==> config.mk <==
export PLATFORM = sky130hd
export DESIGN_NAME = mrid_core
export DESIGN_NICKNAME = d
export VERILOG_FILES = /design/src/rtl/mrid_pkg.sv /design/src/rtl/mrid_decode.sv /design/src/rtl/mrid_core.sv
export SDC_FILE = /design/constraint.sdc
export NUM_CORES = 1
export LEC_CHECK = 0
export BUFFER_PORTS_ARGS = -buffer_cell sky130_fd_sc_hd__buf_2
export CAP_MARGIN = 30
export CELL_PAD_IN_SITES_DETAIL_PLACEMENT = 0
export CELL_PAD_IN_SITES_GLOBAL_PLACEMENT = 2
export CORE_MARGIN = 2
export CORE_UTILIZATION = 44
export CTS_BUF_LIST = sky130_fd_sc_hd__clkbuf_8
export CTS_CLUSTER_DIAMETER = 120
export DETAILED_ROUTE_END_ITERATION = 10
export PLACE_DENSITY_LB_ADDON = 0.1
export SYNTH_ARGS = -nofsm -noshare
export SYNTH_HDL_FRONTEND = slang
export SYNTH_SLANG_ARGS = --single-unit
export TNS_END_PERCENT = 30
==> constraint.sdc <==
create_clock -name MCLK_I -period 3.1 [get_ports MCLK_I]
set_input_delay 0.31 -clock MCLK_I [delete_from_list [all_inputs] [get_ports MCLK_I]]
set_output_delay 0.31 -clock MCLK_I [all_outputs]
set_load 0.005 [all_outputs]
==> src/rtl/mrid_pkg.sv <==
// shared constants and types for the move/rotate instruction decoder
package mrid_pkg;

  // ---------------------------------------------------------------------------
  // widths
  // ---------------------------------------------------------------------------
  localparam int unsigned MRID_IW  = 12;   // instruction word width
  localparam int unsigned MRID_DW  = 8;    // data path width
  localparam int unsigned MRID_FAW = 5;    // file register address width
  localparam int unsigned MRID_PCW = 10;   // program counter width
  localparam int unsigned MRID_AW  = 6;    // software port address width

  // ---------------------------------------------------------------------------
  // opcode masks and match values
  // ---------------------------------------------------------------------------
  localparam logic [11:0] MRID_MOVE_FILE_MASK = 12'hfc0;
  localparam logic [11:0] MRID_MOVE_FILE_VAL  = 12'h200;
  localparam logic [11:0] MRID_STORE_ACC_MASK = 12'hfe0;
  localparam logic [11:0] MRID_STORE_ACC_VAL  = 12'h020;
  localparam logic [11:0] MRID_LOAD_LIT_MASK  = 12'hf00;
  localparam logic [11:0] MRID_LOAD_LIT_VAL   = 12'hc00;
  localparam logic [11:0] MRID_ROT_LEFT_MASK  = 12'hfc0;
  localparam logic [11:0] MRID_ROT_LEFT_VAL   = 12'h340;
  localparam logic [11:0] MRID_LOAD_CFG_WORD  = 12'h002;
  localparam logic [11:0] MRID_NOP_WORD       = 12'h000;

  // ---------------------------------------------------------------------------
  // field positions inside the instruction word
  // ---------------------------------------------------------------------------
  localparam int unsigned MRID_DIR_BIT   = 5;  // direction bit d
  localparam int unsigned MRID_FADDR_LSB = 0;  // file address field low bit
  localparam int unsigned MRID_LIT_LSB   = 0;  // literal field low bit

  // ---------------------------------------------------------------------------
  // software port map (file registers sit at 0x00..0x1f)
  // ---------------------------------------------------------------------------
  localparam logic [5:0] MRID_ADDR_ACC    = 6'h20;
  localparam logic [5:0] MRID_ADDR_STATUS = 6'h21;
  localparam logic [5:0] MRID_ADDR_CFG    = 6'h22;
  localparam logic [5:0] MRID_ADDR_PC_LO  = 6'h23;
  localparam logic [5:0] MRID_ADDR_PC_HI  = 6'h24;
  localparam int unsigned MRID_STAT_CARRY = 0;  // carry bit in status
  localparam int unsigned MRID_STAT_ZERO  = 2;  // zero bit in status

  // ---------------------------------------------------------------------------
  // reset values
  // ---------------------------------------------------------------------------
  localparam logic [7:0] MRID_ACC_RST = 8'h00;
  localparam logic [7:0] MRID_CFG_RST = 8'hff;
  localparam logic [9:0] MRID_PC_RST  = 10'h000;
  localparam logic [7:0] MRID_MEM_RST = 8'h00;

  // ---------------------------------------------------------------------------
  // decoded operation
  // ---------------------------------------------------------------------------
  typedef enum logic [2:0] {
    MRID_OP_NOP       = 3'h0,
    MRID_OP_MOVE_FILE = 3'h1,
    MRID_OP_STORE_ACC = 3'h2,
    MRID_OP_LOAD_LIT  = 3'h3,
    MRID_OP_LOAD_CFG  = 3'h4,
    MRID_OP_ROT_LEFT  = 3'h5,
    MRID_OP_OTHER     = 3'h6
  } mrid_op_t;

endpackage

==> src/rtl/mrid_decode.sv <==
// instruction word to operation and operand fields
`timescale 1ns/100ps

module mrid_decode
  import mrid_pkg::*;
(
  input  wire logic [11:0] instr_i,  // instruction word
  output mrid_op_t         op_o,     // decoded operation
  output logic             dir_o,    // 1: result to file register
  output logic [4:0]       faddr_o,  // file register address
  output logic [7:0]       lit_o     // immediate literal
);

  // ---------------------------------------------------------------------------
  // field extraction
  // ---------------------------------------------------------------------------
  assign dir_o   = instr_i[MRID_DIR_BIT];
  assign faddr_o = instr_i[MRID_FADDR_LSB +: 5];
  assign lit_o   = instr_i[MRID_LIT_LSB +: 8];

  // ---------------------------------------------------------------------------
  // opcode match; exact words are tested first, though none of the masks would match them
  // ---------------------------------------------------------------------------
  always_comb begin
    if (instr_i == MRID_NOP_WORD) begin
      op_o = MRID_OP_NOP;
    end else if (instr_i == MRID_LOAD_CFG_WORD) begin
      op_o = MRID_OP_LOAD_CFG;
    end else if ((instr_i & MRID_MOVE_FILE_MASK) == MRID_MOVE_FILE_VAL) begin
      op_o = MRID_OP_MOVE_FILE;
    end else if ((instr_i & MRID_STORE_ACC_MASK) == MRID_STORE_ACC_VAL) begin
      op_o = MRID_OP_STORE_ACC;
    end else if ((instr_i & MRID_LOAD_LIT_MASK) == MRID_LOAD_LIT_VAL) begin
      op_o = MRID_OP_LOAD_LIT;
    end else if ((instr_i & MRID_ROT_LEFT_MASK) == MRID_ROT_LEFT_VAL) begin
      op_o = MRID_OP_ROT_LEFT;
    end else begin
      op_o = MRID_OP_OTHER;       // handled by other blocks of the core
    end
  end

endmodule

==> src/rtl/mrid_core.sv <==
// move/rotate instruction executor with file registers, accumulator and flags
//
// Our own choices: the strobed register port and the register offsets.
`timescale 1ns/100ps

// Behaviour
// - decode move-file, read addressed file register
// - move-file direction: accumulator or same register
// - move-file sets zero flag from value
// - store-accumulator writes file, flags untouched
// - load-literal puts immediate into accumulator
// - load-configuration copies accumulator to config
// - rotate-left through carry, carry only flag
// - rotate-left direction: accumulator or register
module mrid_core
  import mrid_pkg::*;
(
  input  wire logic        MCLK_I,         // core clock, 25 MHz
  input  wire logic        NRST_I,         // synchronous reset, active low
  input  wire logic [11:0] INSTR_I,        // instruction word
  input  wire logic        INSTR_VALID_I,  // one instruction cycle this clock
  input  wire logic [5:0]  ADDR_I,         // software port address
  input  wire logic [7:0]  WDATA_I,        // software write data
  input  wire logic        WR_I,           // software write strobe
  input  wire logic        RD_I,           // software read strobe
  output logic      [7:0]  RDATA_O,        // read data, cycle after RD_I
  output logic      [7:0]  ACC_O,          // accumulator
  output logic             CARRY_O,        // carry flag
  output logic             ZERO_O,         // zero flag
  output logic      [7:0]  CONFIG_O,       // prescaler/timer configuration
  output logic      [9:0]  PC_O,           // program counter
  output logic             UNSUPP_O        // pulse: word not handled here
);

  // ---------------------------------------------------------------------------
  // storage
  // ---------------------------------------------------------------------------
  logic [7:0] file_mem [32];  // file register space
  logic [7:0] acc_q;          // accumulator
  logic       carry_q;        // carry flag
  logic       zero_q;         // zero flag
  logic [7:0] cfg_q;          // configuration register
  logic [9:0] pc_q;           // program counter
  logic [7:0] rdata_q;        // read data holding flop
  logic       unsupp_q;       // unsupported word pulse

  // ---------------------------------------------------------------------------
  // decode
  // ---------------------------------------------------------------------------
  mrid_op_t   op;             // decoded operation
  logic       dir;            // direction bit
  logic [4:0] faddr;          // file address
  logic [7:0] lit;            // literal
  logic [7:0] fval;           // addressed file register value
  logic [7:0] rot_val;        // rotate-left result
  logic       exec;           // instruction executes this clock

  mrid_decode u_decode (
    .instr_i (INSTR_I),
    .op_o    (op),
    .dir_o   (dir),
    .faddr_o (faddr),
    .lit_o   (lit)
  );

  assign exec    = INSTR_VALID_I;
  assign fval    = file_mem[faddr];
  assign rot_val = {fval[6:0], carry_q};

  // software decode of the file register map
  logic sw_file;              // write targets a file register
  assign sw_file = WR_I && (ADDR_I[5] == 1'b0);

  // ---------------------------------------------------------------------------
  // file register space
  // ---------------------------------------------------------------------------
  // instruction write comes last so it wins over a software write to the same
  // entry in the same clock; the core owns the datapath in that cycle
  always_ff @(posedge MCLK_I) begin
    if (!NRST_I) begin
      for (int i = 0; i < 32; i++) begin
        file_mem[i] <= MRID_MEM_RST;
      end
    end else begin
      if (sw_file) begin
        file_mem[ADDR_I[4:0]] <= WDATA_I;
      end
      if (exec) begin
        case (op)
          MRID_OP_MOVE_FILE: begin
            if (dir) begin
              file_mem[faddr] <= fval;
            end
          end
          MRID_OP_STORE_ACC: begin
            file_mem[faddr] <= acc_q;
          end
          MRID_OP_ROT_LEFT: begin
            if (dir) begin
              file_mem[faddr] <= rot_val;
            end
          end
          default: begin
          end
        endcase
      end
    end
  end

  // ---------------------------------------------------------------------------
  // accumulator
  // ---------------------------------------------------------------------------
  always_ff @(posedge MCLK_I) begin
    if (!NRST_I) begin
      acc_q <= MRID_ACC_RST;
    end else if (exec && (op == MRID_OP_MOVE_FILE) && !dir) begin
      acc_q <= fval;
    end else if (exec && (op == MRID_OP_LOAD_LIT)) begin
      acc_q <= lit;
    end else if (exec && (op == MRID_OP_ROT_LEFT) && !dir) begin
      acc_q <= rot_val;
    end else if (WR_I && (ADDR_I == MRID_ADDR_ACC)) begin
      acc_q <= WDATA_I;                             // software load, lowest priority
    end
  end

  // ---------------------------------------------------------------------------
  // status flags
  // ---------------------------------------------------------------------------
  // hardware update beats a software write in the same clock so no event is lost
  always_ff @(posedge MCLK_I) begin
    if (!NRST_I) begin
      zero_q <= 1'b0;
    end else if (exec && (op == MRID_OP_MOVE_FILE)) begin
      zero_q <= (fval == 8'h00);
    end else if (WR_I && (ADDR_I == MRID_ADDR_STATUS)) begin
      zero_q <= WDATA_I[MRID_STAT_ZERO];
    end
  end

  always_ff @(posedge MCLK_I) begin
    if (!NRST_I) begin
      carry_q <= 1'b0;
    end else if (exec && (op == MRID_OP_ROT_LEFT)) begin
      carry_q <= fval[7];
    end else if (WR_I && (ADDR_I == MRID_ADDR_STATUS)) begin
      carry_q <= WDATA_I[MRID_STAT_CARRY];
    end
  end

  // ---------------------------------------------------------------------------
  // configuration register
  // ---------------------------------------------------------------------------
  always_ff @(posedge MCLK_I) begin
    if (!NRST_I) begin
      cfg_q <= MRID_CFG_RST;
    end else if (exec && (op == MRID_OP_LOAD_CFG)) begin
      cfg_q <= acc_q;
    end else if (WR_I && (ADDR_I == MRID_ADDR_CFG)) begin
      cfg_q <= WDATA_I;
    end
  end

  // ---------------------------------------------------------------------------
  // program counter
  // ---------------------------------------------------------------------------
  // every word is one cycle here; branches belong to another block, so the
  // counter simply steps and wraps at the top of the space
  always_ff @(posedge MCLK_I) begin
    if (!NRST_I) begin
      pc_q <= MRID_PC_RST;
    end else if (exec) begin
      pc_q <= pc_q + 10'h001;
    end else if (WR_I && (ADDR_I == MRID_ADDR_PC_LO)) begin
      pc_q <= {pc_q[9:8], WDATA_I};
    end else if (WR_I && (ADDR_I == MRID_ADDR_PC_HI)) begin
      pc_q <= {WDATA_I[1:0], pc_q[7:0]};
    end
  end

  // ---------------------------------------------------------------------------
  // unsupported word flag
  // ---------------------------------------------------------------------------
  always_ff @(posedge MCLK_I) begin
    if (!NRST_I) begin
      unsupp_q <= 1'b0;
    end else begin
      unsupp_q <= exec && (op == MRID_OP_OTHER);
    end
  end

  // ---------------------------------------------------------------------------
  // software read port
  // ---------------------------------------------------------------------------
  // data stand only in the cycle after the strobe; zero otherwise
  always_ff @(posedge MCLK_I) begin
    if (!NRST_I) begin
      rdata_q <= 8'h00;
    end else if (RD_I) begin
      if (ADDR_I[5] == 1'b0) begin
        rdata_q <= file_mem[ADDR_I[4:0]];
      end else begin
        case (ADDR_I)
          MRID_ADDR_ACC:    rdata_q <= acc_q;
          MRID_ADDR_STATUS: rdata_q <= {5'h00, zero_q, 1'b0, carry_q};
          MRID_ADDR_CFG:    rdata_q <= cfg_q;
          MRID_ADDR_PC_LO:  rdata_q <= pc_q[7:0];
          MRID_ADDR_PC_HI:  rdata_q <= {6'h00, pc_q[9:8]};
          default:          rdata_q <= 8'h00;  // unmapped reads as zero
        endcase
      end
    end else begin
      rdata_q <= 8'h00;
    end
  end

  // ---------------------------------------------------------------------------
  // outputs
  // ---------------------------------------------------------------------------
  assign RDATA_O  = rdata_q;
  assign ACC_O    = acc_q;
  assign CARRY_O  = carry_q;
  assign ZERO_O   = zero_q;
  assign CONFIG_O = cfg_q;
  assign PC_O     = pc_q;
  assign UNSUPP_O = unsupp_q;

  // ---------------------------------------------------------------------------
  // assertions
  // ---------------------------------------------------------------------------
  logic idle_sw;              // no software write this clock
  assign idle_sw = !WR_I;

  a_move_to_acc: assert property (@(posedge MCLK_I) disable iff (!NRST_I)
    exec && (op == MRID_OP_MOVE_FILE) && !dir |=> acc_q == $past(fval))
    else $error("move-file did not load accumulator");

  a_move_zero: assert property (@(posedge MCLK_I) disable iff (!NRST_I)
    exec && (op == MRID_OP_MOVE_FILE) |=> zero_q == ($past(fval) == 8'h00))
    else $error("move-file zero flag wrong");

  a_store_acc_file: assert property (@(posedge MCLK_I) disable iff (!NRST_I)
    exec && (op == MRID_OP_STORE_ACC) && idle_sw
    |=> file_mem[$past(faddr)] == $past(acc_q) && $stable(carry_q) && $stable(zero_q))
    else $error("store-accumulator wrong or touched flags");

  a_literal_load: assert property (@(posedge MCLK_I) disable iff (!NRST_I)
    exec && (op == MRID_OP_LOAD_LIT) && idle_sw
    |=> acc_q == $past(lit) && $stable(carry_q) && $stable(zero_q))
    else $error("load-literal wrong or touched flags");

  a_config_load: assert property (@(posedge MCLK_I) disable iff (!NRST_I)
    exec && (op == MRID_OP_LOAD_CFG) && idle_sw
    |=> cfg_q == $past(acc_q) && $stable(zero_q) && $stable(carry_q))
    else $error("load-configuration wrong");

  a_rotate_carry: assert property (@(posedge MCLK_I) disable iff (!NRST_I)
    exec && (op == MRID_OP_ROT_LEFT) && idle_sw
    |=> carry_q == $past(fval[7]) && $stable(zero_q))
    else $error("rotate-left carry wrong");

  a_rotate_dest: assert property (@(posedge MCLK_I) disable iff (!NRST_I)
    exec && (op == MRID_OP_ROT_LEFT) && !dir
    |=> acc_q == {$past(fval[6:0]), $past(carry_q)})
    else $error("rotate-left accumulator result wrong");

  a_nop_quiet: assert property (@(posedge MCLK_I) disable iff (!NRST_I)
    exec && (op == MRID_OP_NOP) && idle_sw
    |=> $stable(acc_q) && $stable(cfg_q) && $stable(carry_q) && $stable(zero_q))
    else $error("no-operation changed state");

  a_pc_step: assert property (@(posedge MCLK_I) disable iff (!NRST_I)
    exec ##1 exec |=> pc_q == $past(pc_q, 2) + 10'h002)
    else $error("program counter did not step once per cycle");

  // the write-back flavour of a move is a pure zero test, so nothing else moves
  a_move_keep_file: assert property (@(posedge MCLK_I) disable iff (!NRST_I)
    exec && (op == MRID_OP_MOVE_FILE) && dir && idle_sw
    |=> file_mem[$past(faddr)] == $past(fval) && $stable(acc_q))
    else $error("move-file write-back changed value or accumulator");

  // rotate into the file must leave the accumulator alone
  a_rotate_file: assert property (@(posedge MCLK_I) disable iff (!NRST_I)
    exec && (op == MRID_OP_ROT_LEFT) && dir && idle_sw
    |=> file_mem[$past(faddr)] == {$past(fval[6:0]), $past(carry_q)} && $stable(acc_q))
    else $error("rotate-left file result wrong");

  // every executed word, supported or not, steps the counter exactly once
  a_pc_single: assert property (@(posedge MCLK_I) disable iff (!NRST_I)
    exec |=> pc_q == $past(pc_q) + 10'h001)
    else $error("program counter did not step by one");

  // words for other blocks are flagged one cycle later and for one cycle only
  a_unsupp_flag: assert property (@(posedge MCLK_I) disable iff (!NRST_I)
    exec && (op == MRID_OP_OTHER) |=> unsupp_q)
    else $error("unsupported word not flagged");

  a_unsupp_quiet: assert property (@(posedge MCLK_I) disable iff (!NRST_I)
    !(exec && (op == MRID_OP_OTHER)) |=> !unsupp_q)
    else $error("unsupported flag raised without cause");

  // a stale byte on the read port would look like a second read
  a_read_idle: assert property (@(posedge MCLK_I) disable iff (!NRST_I)
    !RD_I |=> rdata_q == 8'h00)
    else $error("read data not zero outside read cycle");

endmodule

### Word level (Yosys, flattened, before mapping)

Memory sizes are Yosys's and may differ from the RTL's.
Cells that the tools add are included.
W data, S select, Z words.

| storage, ports and cells | value |
|---|---|
| bits in latches | 0 |
| RAM bits | 256 |
| memories | 1 |
| bits of input ports | 31 |
| word-level logic and storage cells | 102 |
| bits in read-only memories | 0 |
| output and inout port bits | 37 |
| flip-flop bits (word level) | 37 |

| operators by class | value |
|---|---|
| shift operators | 0 |
| multiply operators | 0 |
| $lt $le $gt $ge | 0 |
| muxes and demuxes | 46 |
| div/mod/pow operators | 0 |
| bitwise operators | 3 |
| equality and inequality tests | 17 |
| add/subtract/negate cells | 1 |
| reductions and logical operators | 26 |

Memory list:

| name | words | bits a word | read ports | clocked after Yosys merged registers in | wr ports | RTL line | text |
|---|---|---|---|---|---|---|---|
| file_mem | 32 | 8 | 2 | 0 | 32 | mrid_core.sv:38 | `logic [7:0] file_mem [32];` |

Operators by type and width:

| operator | number |
|---|---|
| $mux W8 | 11 |
| $pmux W8 S5 | 1 |
| $eq A6 B6 Y1 const B | 5 |
| $mux W10 | 3 |
| $mux W1 | 23 |
| $reduce_or A8 Y1 | 2 |
| $mux W3 | 5 |
| $logic_and A1 B1 Y1 | 13 |
| $eq A12 B2 Y1 const B | 1 |
| $eq A6 B4 Y1 const B | 2 |
| $logic_not A12 Y1 | 1 |
| $add A10 B1 Y10 const B | 1 |
| $mux W5 | 2 |
| $reduce_bool A2 Y1 | 5 |
| $eq A3 B3 Y1 const B | 3 |
| $logic_not A8 Y1 | 1 |
| $eq A7 B1 Y1 const B | 1 |
| $eq A3 B2 Y1 const B | 2 |
| $eq A4 B4 Y1 const B | 1 |
| $reduce_and A2 Y1 | 2 |
| $reduce_bool A4 Y1 | 1 |
| $eq A3 B1 Y1 const B | 1 |
| $mux W2 | 1 |
| $ne A2 B2 Y1 const B | 1 |
| 3 further kinds | 4 |

### Longest topological paths before layout

| logic depth | value |
|---|---|
| depth after elaboration | 16 |
| depth in mapped cells | 11 |
| depth with buffers taken out | 6 |

### Modules after synthesis

Synthesis repeated with hierarchy kept, for this count alone.

| second synthesis, totals | value |
|---|---|
| cells, all modules | 1,721 |
| area total of the unflattened synthesis | 18,033.5 um^2 |

Modules (own cells, without submodules):

| module | cells an instance | area each (um^2) | instances | seq. area each (um^2) |
|---|---|---|---|---|
| mrid_core | 1,693 | 17,833.4 | 1 | 8,428.1 |
| mrid_decode | 28 | 200.2 | 1 | 0.0 |

### Worst setup path before layout

OpenSTA, ideal clock, no wires.

| path | value |
|---|---|
| path kind | in2reg |
| from | in INSTR_I[0] |
| to | mem file_mem[25][2] (data pin) |
| slack | 0.301 ns |
| arrival time | 2.524 ns |
| required time | 2.825 ns |
| stages | 9 |
| setup time | 0.275 ns |
| buffers on the path | 3 |
| path through | buf_2 > clkbuf_1 > mux2i_1 > o22ai_1 > nor4_1 > o211ai_1 > a31oi_1 > buf_2 > mux2i_1 |

RTL lines:

| element | RTL line | text |
|---|---|---|
| from (decl) | mrid_core.sv:20 | `input wire logic [11:0] INSTR_I,` |
| to (decl) | mrid_core.sv:38 |  |

==> results_dict.tcl <==
set metrics [dict create \
    tightest_slew_ns 0.935 \
    clock-sinks 293 \
    setup_violations 0 \
    initial_core_util 0.445 \
    grt_pass1_vias 15043 \
    vdd_ir_drop_max_v 0.000265 \
    leakagePower_nw 9.37 \
    synth-seq-cells 293 \
    syn_nets 1725 \
    p_seq_frac 0.462 \
    place_hpwl_um 56200 \
    max_freq_mhz 371 \
    grt_first_pass_wirelength_um 112000 \
    cts_resized 0 \
    final_nets 1868 \
    clk_latency_ns 0.66 \
    clkPwrFrac 0.361 \
    drive_above_1_share 0.244 \
    numCtsBuffers 53 \
    critPathKind "flop to flop" \
    clkTransAtPathRegs_ns 0.06 \
    fp.dieW_um 213 \
    combinationalPowerShare 0.176 \
    vias 15778 \
    worst_ep_required_time_ns 3.49 \
    die_y_um 213 \
    arrival_ns 3.09 \
    final_core_util 0.519 \
    ys.warnings.count 0 \
    cp-end-kind "flop" \
    reg2reg_depth 8 \
    cts_max_path_buffers 3 \
    multi_input_area_um2 9940 \
    cts_root_buf "clkbuf_8" \
    postSynthCellCount 1693 \
    drtIter0Drc 2094 \
    syn_to_final_growth_pct 16.5 \
    power_density_nw_per_um2 438 \
    wl_per_cell_um 32.1 \
    critPathLaunchType "flop" \
    antenna_found_initial 0 \
    synth_edf_count 256 \
    drv_cap 0 \
    synth_common_cells "mux2i_1, nand2_1, edfxtp_1" \
    tritoncts "done" \
    seq_area_um2 8430 \
    port-buffer-count 67 \
    synth-async-reset-ratio 0 \
    num_rows 76 \
    status "finished, final reports clean" \
    drv_slew 0 \
    overflow 0 \
    fp.coreArea_um2 43000 \
    routed_via_density 6.41 \
    grt_usage 0.351 \
    hold_depth 2 \
    rsz0062_at_grt "no" \
    synth_top_cell_area_share 0.402 \
    die_area_um2 45200 \
    hold_path_class "input port to flop" \
    min_period_ns 2.69 \
    netlist_area_um2 19100 \
    synth-main-ff-cell "edfxtp_1" \
    postSynthAreaPerCell_um2 11.3 \
    antenna_cells 0 \
    switching_share 0.302 \
    drc_errors 0 \
    synth.most_common_cell "mux2i_1" \
    wirelength_um 78900 \
    gp_congestion 0.950 \
    yosysTopAreaCell "edfxtp_1" \
    slew_headroom 0.374 \
    p_int_w 0.00682 \
    fill_cells 3893 \
    pin_count 68 \
    fin_skew_ns 0.0268 \
    htreeDepth 2 \
    dr.pass1.iters 6 \
    synth_cell_types 66 \
    cts_setup_buffers 0 \
    fin_tns_setup_ns 0 \
    synthTopCellsByArea "edfxtp_1, mux2i_1, mux4_2" \
    min_period_over_period 0.869 \
    cp_max_fo 16 \
    grt_max_degree 46 \
    ys_seq_area_frac 0.440 \
    finalHoldViolCount 0 \
    drt.antenna.violating_nets 0 \
    switching_power_w 0.00295 \
]
[placed cells by master, fill, tap and decap left out, types with 15 or more instances in the layout]
master and instances:
nand4b_1 19, edfxtp_1 256, nor2_1 61, mux2i_1 397, clkbuf_8 58, nor4_1 22, buf_12 26, clkinv_1 15
nand2_1 303, o22ai_1 70, nand4_1 16, inv_1 15, nand3b_1 30, a21oi_1 30, or3_1 18, mux2_2 16
dfxtp_1 37, mux4_2 77, buf_2 64, buf_4 175, o21ai_0 17
[cell type report]
cell class	count	area share
Clock inverter	38	0.00881
Clock buffer	57	0.0352
Sequential cell	293	0.378
Timing Repair Buffer	268	0.0984
Multi-Input combinational cell	1216	0.446
Tap cell	585	0.0328
Inverter	4	0.000674
[power groups by stage]
stage / logic (W) / registers [W] / clock network, W
5_1_grt: 0.00176 / 0.00453 / 0.00373
2_1_floorplan: 0.000865 / 0.00454 / 0
3_5_place_dp: 0.00168 / 0.00460 / 0
4_1_cts: 0.00169 / 0.00452 / 0.00357
6_report: 0.00172 / 0.00452 / 0.00353
3_3_place_gp: 0.00169 / 0.00459 / 0
[sequential cells by signal, indices dropped and copies added (netlist names)]
signal    flops
UNSUPP_O      1
file_mem    256
ACC_O         8
ZERO_O        1
RDATA_O       8
PC_O         10
CONFIG_O      8
CARRY_O       1
[kinds of logic after synthesis]
family	Yosys count	synth area share
AOI/OAI and AO/OA	184	0.0660
adders and majority gates	1	0.000654
DFF	293	0.440
muxes	490	0.308
and+or+nand+nor	537	0.138
xor gates and xnor gates	4	0.00183
buffers and inverters	184	0.0458
[path summary, 6_finish.rpt]
check,endpoint,startpoint,slack (ns)
worst max-delay path,file_mem[0][6],file_mem[9][6],0.41
worst min-delay path,RDATA_O[1],ADDR_I[5],0.07
worst max register to register,file_mem[0][6],file_mem[9][6],0.41
worst min register to register,PC_O[6],PC_O[6],0.54
[stage by stage]
| step | instances | setup WS, ns | hold WS, ns | total power [W] | area (um^2) |
|---|---|---|---|---|---|
| after CTS | 2461 | 0.481 | 0.0403 | 0.00978 | 22300 |
| after global routing | 2461 | 0.335 | 0.0742 | 0.0100 | 22300 |
| final | 2461 | 0.405 | 0.0693 | 0.00977 | 22300 |
| after floorplan | 1693 | 0.301 | 0.481 | 0.00541 | 19100 |
| after global placement | 2364 | -0.0718 | 0.537 | 0.00628 | 21300 |
| after detailed placement | 2365 | -0.102 | 0.547 | 0.00628 | 21300 |
[worst max-delay path, stage by stage (launching register included)]
cell,delay (ns)
edfxtp_1,0.42
mux2i_1,0.36
o22ai_1,0.20
nor4_1,0.47
buf_4,0.24
o211ai_1,0.14
a31oi_4,0.30
buf_12,0.21
mux2i_1,0.09
[what timing repair did]
item                                    in CTS  in global routing
endpoints found under the setup margin       0                  0
endpoints found under the hold margin        3                  0
hold buffers                                 1                  0
[metal layers]
metal / routed length [um] / global-route usage / part of all wire / up-vias
met5: 0 / 0 / 0 / -
met4: 2910 / 0.129 / 0.037 / 0
met3: 6580 / 0.0588 / 0.083 / 139
met2: 36800 / 0.558 / 0.47 / 814
met1: 32600 / 0.483 / 0.41 / 8075
li1: - / - / - / 6750
Power figures use the tool's default switching activity.
